[config.mk]
export PLATFORM = sky130hd
export DESIGN_NAME = brd_decoder
export DESIGN_NICKNAME = d
export VERILOG_FILES = /design/src/brd_pkg.sv /design/src/brd_boot_state.sv /design/src/brd_decoder.sv
export SDC_FILE = /design/constraint.sdc
export NUM_CORES = 1
export LEC_CHECK = 0
export BUFFER_PORTS_ARGS = -buffer_cell sky130_fd_sc_hd__buf_2
export CAP_MARGIN = 20
export CORE_AREA = 10 10 168 170
export DETAILED_ROUTE_END_ITERATION = 8
export DIE_AREA = 0 0 178 180
export RECOVER_POWER = 50
export SLEW_MARGIN = 0
export SYNTH_ARGS = -nofsm -noshare
export SYNTH_HDL_FRONTEND = slang
export SYNTH_SLANG_ARGS = --single-unit
[constraint.sdc]
create_clock -name CLK_I -period 1.1 [get_ports CLK_I]
set_clock_uncertainty 0.2 [all_clocks]
set_input_delay 0.22 -clock CLK_I [delete_from_list [all_inputs] [get_ports CLK_I]]
set_output_delay 0.22 -clock CLK_I [all_outputs]
set_load 0.02 [all_outputs]
[src/brd_pkg.sv]
// brd_pkg: constants and carrier types of the boot remap address decoder
// assumes one system clock; all masters share one address map except the boot alias, seen by masters 0 and 1 only
// Function
// - sixteen 256 Mbyte banks from top nibble
// - banks one to seven go external
// - bank zero holds 1 Mbyte internal windows
// - bank fifteen goes to peripheral bridge
// - unassigned regions answer with abort
// - one decoder per master, same map except boot alias (masters 0 and 1 only)
// - zero region maps to three possible slaves
// - boot memory present at zero from reset
// - remap set puts first SRAM at zero
// - remap clear, select high: ROM at zero
// - remap clear, select low: chip-select zero
// - boot select captured at reset, not live
// - first megabyte reserved as boot alias
// - ROM, SRAMs, USB host at fixed bases
// - external boot: byte select, 16-bit, cs strobes
// - each chip select owns 256 Mbytes
// - system controller in topmost address range
package brd_pkg;

   // ----------------------------------------
   // address map
   // ----------------------------------------
   localparam int NUM_MASTERS = 6;
   localparam logic [3:0] BANK_INTERNAL = 4'h0;
   localparam logic [3:0] BANK_EXT_FIRST = 4'h1;
   localparam logic [3:0] BANK_EXT_LAST = 4'h7;
   localparam logic [3:0] BANK_PERIPH = 4'hF;
   localparam logic [7:0] WIN_BOOT = 8'h00;
   localparam logic [7:0] WIN_ROM = 8'h01;
   localparam logic [7:0] WIN_SRAM_A = 8'h02;
   localparam logic [7:0] WIN_SRAM_B = 8'h03;
   localparam logic [7:0] WIN_USBH = 8'h05;
   localparam logic [31:0] SYSC_BASE = 32'hFFFFE800;
   localparam logic [31:0] SYSC_LAST = 32'hFFFFFFFF;

   // ----------------------------------------
   // external boot defaults for the static memory controller
   // ----------------------------------------
   localparam logic BOOT_BYTE_SELECT = 1'h1;
   localparam logic [1:0] BOOT_BUS_16 = 2'h1;
   localparam logic BOOT_RW_BY_CS = 1'h1;

   // ----------------------------------------
   // types
   // ----------------------------------------
   typedef enum logic [7:0] {
      TGT_SRAM_A = 8'h01,
      TGT_SRAM_B = 8'h02,
      TGT_ROM = 8'h04,
      TGT_USBH = 8'h08,
      TGT_EXT = 8'h10,
      TGT_PERIPH = 8'h20,
      TGT_ABORT = 8'h40
   } brd_target_e;

   typedef struct packed {
      logic valid;
      logic [31:0] addr;
   } brd_req_s;

   typedef struct packed {
      logic valid;
      brd_target_e target;
      logic [2:0] cs;
      logic [27:0] offset;
      logic sysc;
   } brd_route_s;

   typedef struct packed {
      logic byte_select;
      logic [1:0] bus_width;
      logic rw_by_cs;
   } brd_smc_cfg_s;

endpackage

[src/brd_boot_state.sv]
// brd_boot_state: holds captured boot select and remap control
// assumes remap set/clear pulses come from the matrix configuration logic
module brd_boot_state (
   // clock and reset
   input wire logic CLK_I,
   input wire logic RST_N_I,
   // controls
   input wire logic boot_select_pin_i,
   input wire logic remap_set_i,
   input wire logic remap_clr_i,
   // state
   output logic boot_rom_o,
   output logic remap_o,
   output logic captured_o
);

   logic boot_rom_r;
   logic captured_r;
   logic remap_r;

   // ----------------------------------------
   // pin capture on the first edge after release
   // ----------------------------------------
   always_ff @(posedge CLK_I or negedge RST_N_I) begin
      if (!RST_N_I) begin
         captured_r <= 1'h0;
      end else begin
         captured_r <= 1'h1;
      end
   end

   always_ff @(posedge CLK_I or negedge RST_N_I) begin
      if (!RST_N_I) begin
         boot_rom_r <= 1'h0;
      end else if (!captured_r) begin
         boot_rom_r <= boot_select_pin_i;
      end
   end

   // ----------------------------------------
   // remap control, cleared by reset
   // ----------------------------------------
   always_ff @(posedge CLK_I or negedge RST_N_I) begin
      if (!RST_N_I) begin
         remap_r <= 1'h0;
      end else if (remap_set_i) begin
         remap_r <= 1'h1;
      end else if (remap_clr_i) begin
         remap_r <= 1'h0;
      end
   end

   assign boot_rom_o = boot_rom_r;
   assign remap_o = remap_r;
   assign captured_o = captured_r;

endmodule

[src/brd_decoder.sv]
// brd_decoder: first-level address decoder, one registered path per master
// assumes masters hold address valid one cycle; route answer is one cycle later
module brd_decoder (
   // clock and reset
   input wire logic CLK_I,
   input wire logic RST_N_I,
   // boot and remap controls
   input wire logic BOOT_SELECT_PIN_I,
   input wire logic REMAP_SET_I,
   input wire logic REMAP_CLR_I,
   // master requests
   input brd_pkg::brd_req_s REQ_I [brd_pkg::NUM_MASTERS],
   // routes
   output brd_pkg::brd_route_s ROUTE_O [brd_pkg::NUM_MASTERS],
   // status
   output logic REMAP_O,
   output logic BOOT_ROM_O,
   output logic READY_O,
   output brd_pkg::brd_smc_cfg_s SMC_CFG_O
);

   logic boot_rom;
   logic remap;
   logic captured;
   brd_pkg::brd_route_s route_r [brd_pkg::NUM_MASTERS];
   brd_pkg::brd_route_s route_nxt [brd_pkg::NUM_MASTERS];
   brd_pkg::brd_smc_cfg_s smc_cfg_r;

   brd_boot_state u_boot (
      .CLK_I(CLK_I),
      .RST_N_I(RST_N_I),
      .boot_select_pin_i(BOOT_SELECT_PIN_I),
      .remap_set_i(REMAP_SET_I),
      .remap_clr_i(REMAP_CLR_I),
      .boot_rom_o(boot_rom),
      .remap_o(remap),
      .captured_o(captured)
   );

   // ----------------------------------------
   // decode function shared by every master
   // ----------------------------------------
   function automatic brd_pkg::brd_route_s decode(input brd_pkg::brd_req_s req,
                                                   input logic rmp, input logic brom,
                                                   input logic primary);
      brd_pkg::brd_route_s r;
      logic [3:0] bank;
      logic [7:0] win;
      r = '0;
      bank = req.addr[31:28];
      win = req.addr[27:20];
      r.valid = req.valid;
      r.offset = {8'h00, req.addr[19:0]};
      r.target = brd_pkg::TGT_ABORT;
      if (bank == brd_pkg::BANK_INTERNAL) begin
         if (win == brd_pkg::WIN_BOOT && primary) begin
            if (rmp) begin
               r.target = brd_pkg::TGT_SRAM_A;
            end else if (brom) begin
               r.target = brd_pkg::TGT_ROM;
            end else begin
               r.target = brd_pkg::TGT_EXT;
               r.cs = 3'h0;
               r.offset = req.addr[27:0];
            end
         end else if (win == brd_pkg::WIN_ROM) begin
            r.target = brd_pkg::TGT_ROM;
         end else if (win == brd_pkg::WIN_SRAM_A) begin
            r.target = brd_pkg::TGT_SRAM_A;
         end else if (win == brd_pkg::WIN_SRAM_B) begin
            r.target = brd_pkg::TGT_SRAM_B;
         end else if (win == brd_pkg::WIN_USBH) begin
            r.target = brd_pkg::TGT_USBH;
         end
      end else if (bank >= brd_pkg::BANK_EXT_FIRST && bank <= brd_pkg::BANK_EXT_LAST) begin
         r.target = brd_pkg::TGT_EXT;
         r.cs = 3'(bank - brd_pkg::BANK_EXT_FIRST);
         r.offset = req.addr[27:0];
      end else if (bank == brd_pkg::BANK_PERIPH) begin
         r.target = brd_pkg::TGT_PERIPH;
         r.offset = req.addr[27:0];
         r.sysc = (req.addr >= brd_pkg::SYSC_BASE);
      end
      return r;
   endfunction

   // ----------------------------------------
   // per-master decoders
   // ----------------------------------------
   always_comb begin
      for (int m = 0; m < brd_pkg::NUM_MASTERS; m++) begin
         // processor instruction and data ports see the boot alias
         route_nxt[m] = decode(REQ_I[m], remap, boot_rom, (m < 2));
         route_nxt[m].valid = REQ_I[m].valid & captured;
      end
   end

   always_ff @(posedge CLK_I or negedge RST_N_I) begin
      if (!RST_N_I) begin
         for (int m = 0; m < brd_pkg::NUM_MASTERS; m++) begin
            route_r[m] <= '0;
         end
      end else begin
         for (int m = 0; m < brd_pkg::NUM_MASTERS; m++) begin
            route_r[m] <= route_nxt[m];
         end
      end
   end

   // ----------------------------------------
   // outputs
   // ----------------------------------------
   assign ROUTE_O = route_r;
   assign REMAP_O = remap;
   assign BOOT_ROM_O = boot_rom;
   assign READY_O = captured;

   // ----------------------------------------
   // static controller boot defaults
   // ----------------------------------------
   // held in a register so the data output comes from a flip-flop;
   // software reprograms the controller itself, not this default
   always_ff @(posedge CLK_I or negedge RST_N_I) begin
      if (!RST_N_I) begin
         smc_cfg_r.byte_select <= brd_pkg::BOOT_BYTE_SELECT;
         smc_cfg_r.bus_width <= brd_pkg::BOOT_BUS_16;
         smc_cfg_r.rw_by_cs <= brd_pkg::BOOT_RW_BY_CS;
      end else begin
         smc_cfg_r.byte_select <= brd_pkg::BOOT_BYTE_SELECT;
         smc_cfg_r.bus_width <= brd_pkg::BOOT_BUS_16;
         smc_cfg_r.rw_by_cs <= brd_pkg::BOOT_RW_BY_CS;
      end
   end

   assign SMC_CFG_O = smc_cfg_r;

   // ----------------------------------------
   // per-master path checks
   // ----------------------------------------
   for (genvar g = 0; g < brd_pkg::NUM_MASTERS; g++) begin : g_path

   end
endmodule

==> results of run 1 <==
[worst max path at each step]
stage / from / to / slack (ns) / cells past startpoint
final: u_boot.remap_o$_DFFE_PN0P_ / REMAP_O / -0.50 / 2
after global routing: REQ_I[127] / ROUTE_O[158]$_DFF_PN0_ / -0.54 / 7
after CTS: u_boot.remap_o$_DFFE_PN0P_ / REMAP_O / -0.52 / 2
after detailed placement: REQ_I[61] / ROUTE_O[75]$_DFF_PN0_ / -0.54 / 6
after global placement: REQ_I[61] / ROUTE_O[64]$_DFF_PN0_ / -0.52 / 7
after floorplan: REQ_I[62] / ROUTE_O[79]$_DFF_PN0_ / -0.24 / 5
[logic make-up after synthesis]
group	share of synthesized area, %
compound gates	2.884
xor+xnor	0.5457
fa+ha+maj	3.430
buf+inv	2.136
flops	75.77
mux	0.1403
other cells	0.09358
simple gates	15.00
[report_power, final]
part	leakage, nW	switching [mW]	total, mW	internal (mW)
registers	3.01	0.254	9.65	9.39
clock network	0.482	3.68	9.87	6.19
logic	4.38	2.04	4.19	2.15
[per-stage QoR]
| step | cells | total power, mW | setup slack [ns] | hold WS (ns) | setup TNS, ns |
|---|---|---|---|---|---|
| after detailed placement | 1390 | 12.60 | -0.5416 | -0.1711 | -41.45 |
| after floorplan | 540 | 10.90 | -0.2388 | -0.2756 | -7.912 |
| after CTS | 1638 | 23.63 | -0.5182 | -0.2511 | -118.69 |
| final | 1648 | 23.71 | -0.5003 | -0.2296 | -112.05 |
| after global placement | 1390 | 12.57 | -0.5206 | -0.1705 | -40.60 |
| after global routing | 1648 | 24.54 | -0.5432 | -0.2332 | -126.35 |
[what timing repair did]
| item | 4_1_cts | 5_1_grt |
|---|---|---|
| setup buffers | 5 | 7 |
| gates resized for setup | 498 | 68 |
| hold endpoints to repair | 485 | 104 |
| pin swaps | 2 | 39 |
| gates cloned | 0 | 2 |
| hold buffers | 195 | 52 |
| setup endpoints to repair | 247 | 342 |
[routing by layer]
layer	share of wire [%]	track usage, %	vias up
met5	0	0	-
met2	53	38.43	368
met3	10	8.005	75
met1	33	20.56	3639
met4	3.7	6.438	0
li1	-	-	3347
[flip-flops by register name (all words and copies together), names as in the netlist]
| register | flops |
|---|---|
| u_boot.captured_o | 1 |
| u_boot.boot_rom_o | 1 |
| ROUTE_O | 240 |
| u_boot.remap_o | 1 |
[synth_stat cells (3+ instances only)]
cell      number  share of area (%)
dfrtp_1      243                 76
and2_1        32                2.5
nor3_1        28                1.7
inv_1         23                1.1
ha_1          22                3.4
nand4_1       21                1.6
nor2_1        16               0.75
nor3b_1       16                1.5
o21ai_0       13               0.81
nand2_1       12               0.56
nor4_1        12               0.94
buf_4         10               0.94
nor2b_1        8               0.62
and3_1         7               0.55
nand2b_1       7               0.55
a21oi_1        6               0.37
and2b_1        6               0.56
and4_1         6               0.65
nor4b_1        5               0.55
xnor2_1        5               0.55
nor4b_2        4               0.75
nand3b_1       3               0.28
nor4_2         3               0.47
o21a_1         3               0.28
[cell type report]
class,instances,area [µm²],area share (%)
repair buffers,737,6470,38.61
flip-flops and latches,243,6085,36.31
multi-input cells,264,2595,15.49
clock buffers,39,800.8,4.779
well taps,330,412.9,2.464
inverters,23,212.7,1.269
clock inverters,9,173.9,1.038
diodes,3,7.507,0.04480
[critical path, stage by stage (launching register included)]
cell	delay, ns
dfrtp_2	0.42
buf_6	0.12
buf_6	0.12
==> flow_summary.yaml, run 1 <==
layout:
  final_cell_mix: "buf_6, dfrtp_1, dlygate4sd3_1"
  final_util_pct: 67.32
  area_growth_pct: 108.8
  fillCellCount: 1644
  drive_gt1_share_pct: 49.58
  fin_area_mm2: 0.01676
  final_common_cell: "buf_6"
  fin_nets: 1520
drt:
  drtIter0Drc: 509
  wl_per_cell_um: 21.61
  drtAntennaViolNets: 0
  vias: 7429
  drc: 0
  first_pass_iters: 4
  via_per_inst: 4.508
  wl_mm: 35.61
logic_synthesis:
  synth_edf_count: 0
  syn_area_mm2: 0.008025
  synth.distinct_cells: 38
  synth_cells: 531
  yosys_register_bits: 243
  syn_avg_cell_area_um2: 15.11
  ys.warnings.count: 0
  synth-main-ff-cell: "dfrtp_1"
  yosysSeqAreaShare_pct: 75.77
  async_flop_share_pct: 100.0
global_routing:
  grt_max_degree: 69
  grt_overflow: 0
  gr-usage-all-layers_pct: 20.72
  antenna_found_initial: 3
  grt_pass1_vias: 8587
  grt_pass1_wl_mm: 51.57
setup_path:
  crit_path_end_kind: "output port"
  start_kind: "register"
  reg2reg_from: "u_boot.remap_o$_DFFE_PN0P_"
  path_max_fanout: 2
  reg2reg_to: "ROUTE_O[200]$_DFF_PN0_"
  rrSetupSlack_ns: -0.37
  worstPathArrival_ns: 1.18
  critPathRequiredTime_ns: 0.68
  reg2reg_depth: 5
  path_class: "reg -> out"
cts:
  cts_max_level: 1
  cts_buffers: 26
  clkTransAtPathRegs_ns: 0.07
  root_buffer: "clkbuf_16"
  clockBufferDepth: 3
  cts.sinks: 243
  clock_latency_ns: 0.52
  tritoncts: "built"
floorplan:
  die_area_mm2: 0.03204
  start_util_pct: 32.24
  dieWidth_um: 178
  fp.coreArea_mm2: 0.02489
  boundaryPins: 456
  die_y_um: 180
  rows: 58
power_and_ir_drop:
  irDropWorstVdd_mv: 1.465
  leakage_nw: 7.865
  p_per_area_mw_per_mm2: 1415
placement:
  place_hpwl_mm: 23.30
  gp_congestion: 0.8238
  placed_cell_area_mm2: 0.01201
  io_buffers: 445
sta:
  rsz0062_at_grt: "true"
  slew_viol_final: 0
  whs_ns: -0.2296
  setup_viol: 330
  fmax_mhz: 624.9
  fin_ws_ns: -0.5003
  finalCritPeriodShare_pct: 145.5
  hold_viol_final: 43
  period_needed_ns: 1.600
min_path:
  worstHoldStart: "REQ_I[160]"
  holdPathStages: 2
  worstHoldPathType: "in -> reg"
  min_to: "ROUTE_O[193]$_DFF_PN0_"
job:
  maxCapViolations: 0
run_status:
  status: "finished with violations"
  violations: "negative hold slack, negative setup slack"
(Power assumes the default switching activity.)
==> run 2, diff against run 1 <==
clock period = 1.9 ns   (was 1.1 ns; I/O delays follow)
==> flow_summary.yaml, run 2 (synthesis results as in run 1) <==
job:
  maxCapViolations: 0
power_and_ir_drop:
  irDropWorstVdd_mv: 0.6108
  leakage_nw: 6.818
  power.total_mw: 12.44
  p_per_area_mw_per_mm2: 914.9
sta:
  rsz0062_at_grt: "false"
  tightest_slew_ns: 0.7331
  max_slew_margin_pct: 51.13
  finalCritPeriodShare_pct: 96.58
  setup_viol: 0
  slew_viol_final: 0
  fin_setup_tns_ns: 0
  hold_viol_final: 0
  period_needed_ns: 1.835
  fmax_mhz: 545.0
placement:
  io_buffers: 445
  place_hpwl_mm: 24.69
  gp_congestion: 0.8614
drt:
  drtAntennaViolNets: 0
  first_pass_iters: 6
  drc: 0
  wl_mm: 33.04
  wl_per_cell_um: 21.07
  drtIter0Drc: 327
  via_per_inst: 4.399
  vias: 6898
cts:
  tritoncts: "built"
  root_buffer: "clkbuf_16"
  clock_latency_ns: 0.52
  cts_buffers: 27
  clockBufferDepth: 3
  clkTransAtPathRegs_ns: 0.06
  cts_max_level: 1
  cts.sinks: 243
setup_path:
  slowest_stage: "dfrtp_1"
  critPathTopFamily: "flip-flops"
  reg2reg_depth: 2
  reg2reg_to: "u_boot.remap_o$_DFFE_PN0P_"
  crit_end: "BOOT_ROM_O"
  crit_buf_inv: 1
  crit_path_cell_trace: "buf_2"
  path_max_fanout: 5
  max_stage_delay_ns: 0.50
  rrSetupSlack_ns: 0.39
  critPathRequiredTime_ns: 1.32
  startpoint: "u_boot.boot_rom_o$_DFFE_PN0N_"
  worstPathArrival_ns: 1.25
  reg2reg_from: "u_boot.remap_o$_DFFE_PN0P_"
  crit_path_end_kind: "output port"
  path_class: "reg -> out"
  start_kind: "register"
  crit_cells: 1
floorplan:
  die_y_um: 180
  start_util_pct: 32.24
  rows: 58
  die_area_mm2: 0.03204
  boundaryPins: 456
  dieWidth_um: 178
  fp.coreArea_mm2: 0.02489
min_path:
  worstHoldPathType: "in -> reg"
layout:
  drive_gt1_share_pct: 37.94
  fin_nets: 1440
  fillCellCount: 2089
  final_common_cell: "buf_2"
  area_growth_pct: 69.47
  largest_register_ff_count: 240
  final_cell_mix: "buf_2, dfrtp_1, dlygate4sd3_1"
run_status:
  status: "complete, no violations"
global_routing:
  grt_pass1_vias: 7746
  grt_max_degree: 74
  grt_pass1_wl_mm: 49.07
  grt_overflow: 0
  antenna_found_initial: 2
  gr-usage-all-layers_pct: 19.89
run 2: worst min path at each step:
| stage | startpoint | endpoint | slack (ns) | depth (start not counted) |
|---|---|---|---|---|
| 2_1_floorplan | RST_N_I | ROUTE_O[0]$_DFF_PN0_ | -0.12 | 0 |
| 3_3_place_gp | RST_N_I | ROUTE_O[153]$_DFF_PN0_ | 0.05 | 1 |
| 3_5_place_dp | RST_N_I | ROUTE_O[82]$_DFF_PN0_ | 0.05 | 1 |
| 4_1_cts | REQ_I[195] | ROUTE_O[236]$_DFF_PN0_ | 0.006 | 3 |
| 5_1_grt | REQ_I[195] | ROUTE_O[236]$_DFF_PN0_ | 0.02 | 3 |
| 6_report | REQ_I[195] | ROUTE_O[236]$_DFF_PN0_ | 0.02 | 3 |
run 2: final cells by class:
| cell class | count | area (µm²) | share of cell area, % |
|---|---|---|---|
| Inverter | 23 | 86.33 | 0.6348 |
| Timing Repair Buffer | 658 | 4290 | 31.55 |
| Antenna cell | 2 | 5.005 | 0.03680 |
| Clock buffer | 38 | 737.0 | 5.419 |
| Multi-Input combinational cell | 262 | 1839 | 13.52 |
| Tap cell | 330 | 412.9 | 3.036 |
| Clock inverter | 12 | 147.6 | 1.086 |
| Sequential cell | 243 | 6082 | 44.72 |
run 2: repair_timing:
item,4_1_cts,5_1_grt
endpoints found under the setup margin,0,4
resized for setup,0,6
buffers inserted,0,2
hold buffers,198,0
endpoints found under the hold margin,476,0
run 2: worst register-to-register path: stages (launching register included):
cell and delay (ns):
dfrtp_2 0.47, a21o_1 0.17, dlygate4sd3_1 0.55
run 2: layer usage:
metal  track usage, %  routed length [µm]  up-vias
met1            21.27               11850     3374
met5                0                   0        -
met3            5.763                2721       55
met2            36.69               17580      310
li1                 -                   -     3159
met4            5.804                 881        0
run 2: power by group:
part | total, mW | switching, mW | internal, mW
Sequential | 5.52 | 0.0812 | 5.43
Combinational | 1.75 | 1.02 | 0.731
Clock | 5.17 | 2.06 | 3.12
Total | 12.4 | 3.16 | 9.28
run 2: metrics by stage:
stage,setup WS [ns],util (%),cells,hold WS (ns),cell area [µm²]
6_report,0.06505,54.64,1568,0.02395,13600
5_1_grt,0.004236,54.63,1567,0.02343,13600
4_1_cts,0.004368,54.79,1564,0.006234,13640
3_5_place_dp,0.07414,43.27,1316,0.04938,10770
3_3_place_gp,0.1344,43.27,1316,0.05064,10770
2_1_floorplan,0.3001,-,540,-0.1156,8059
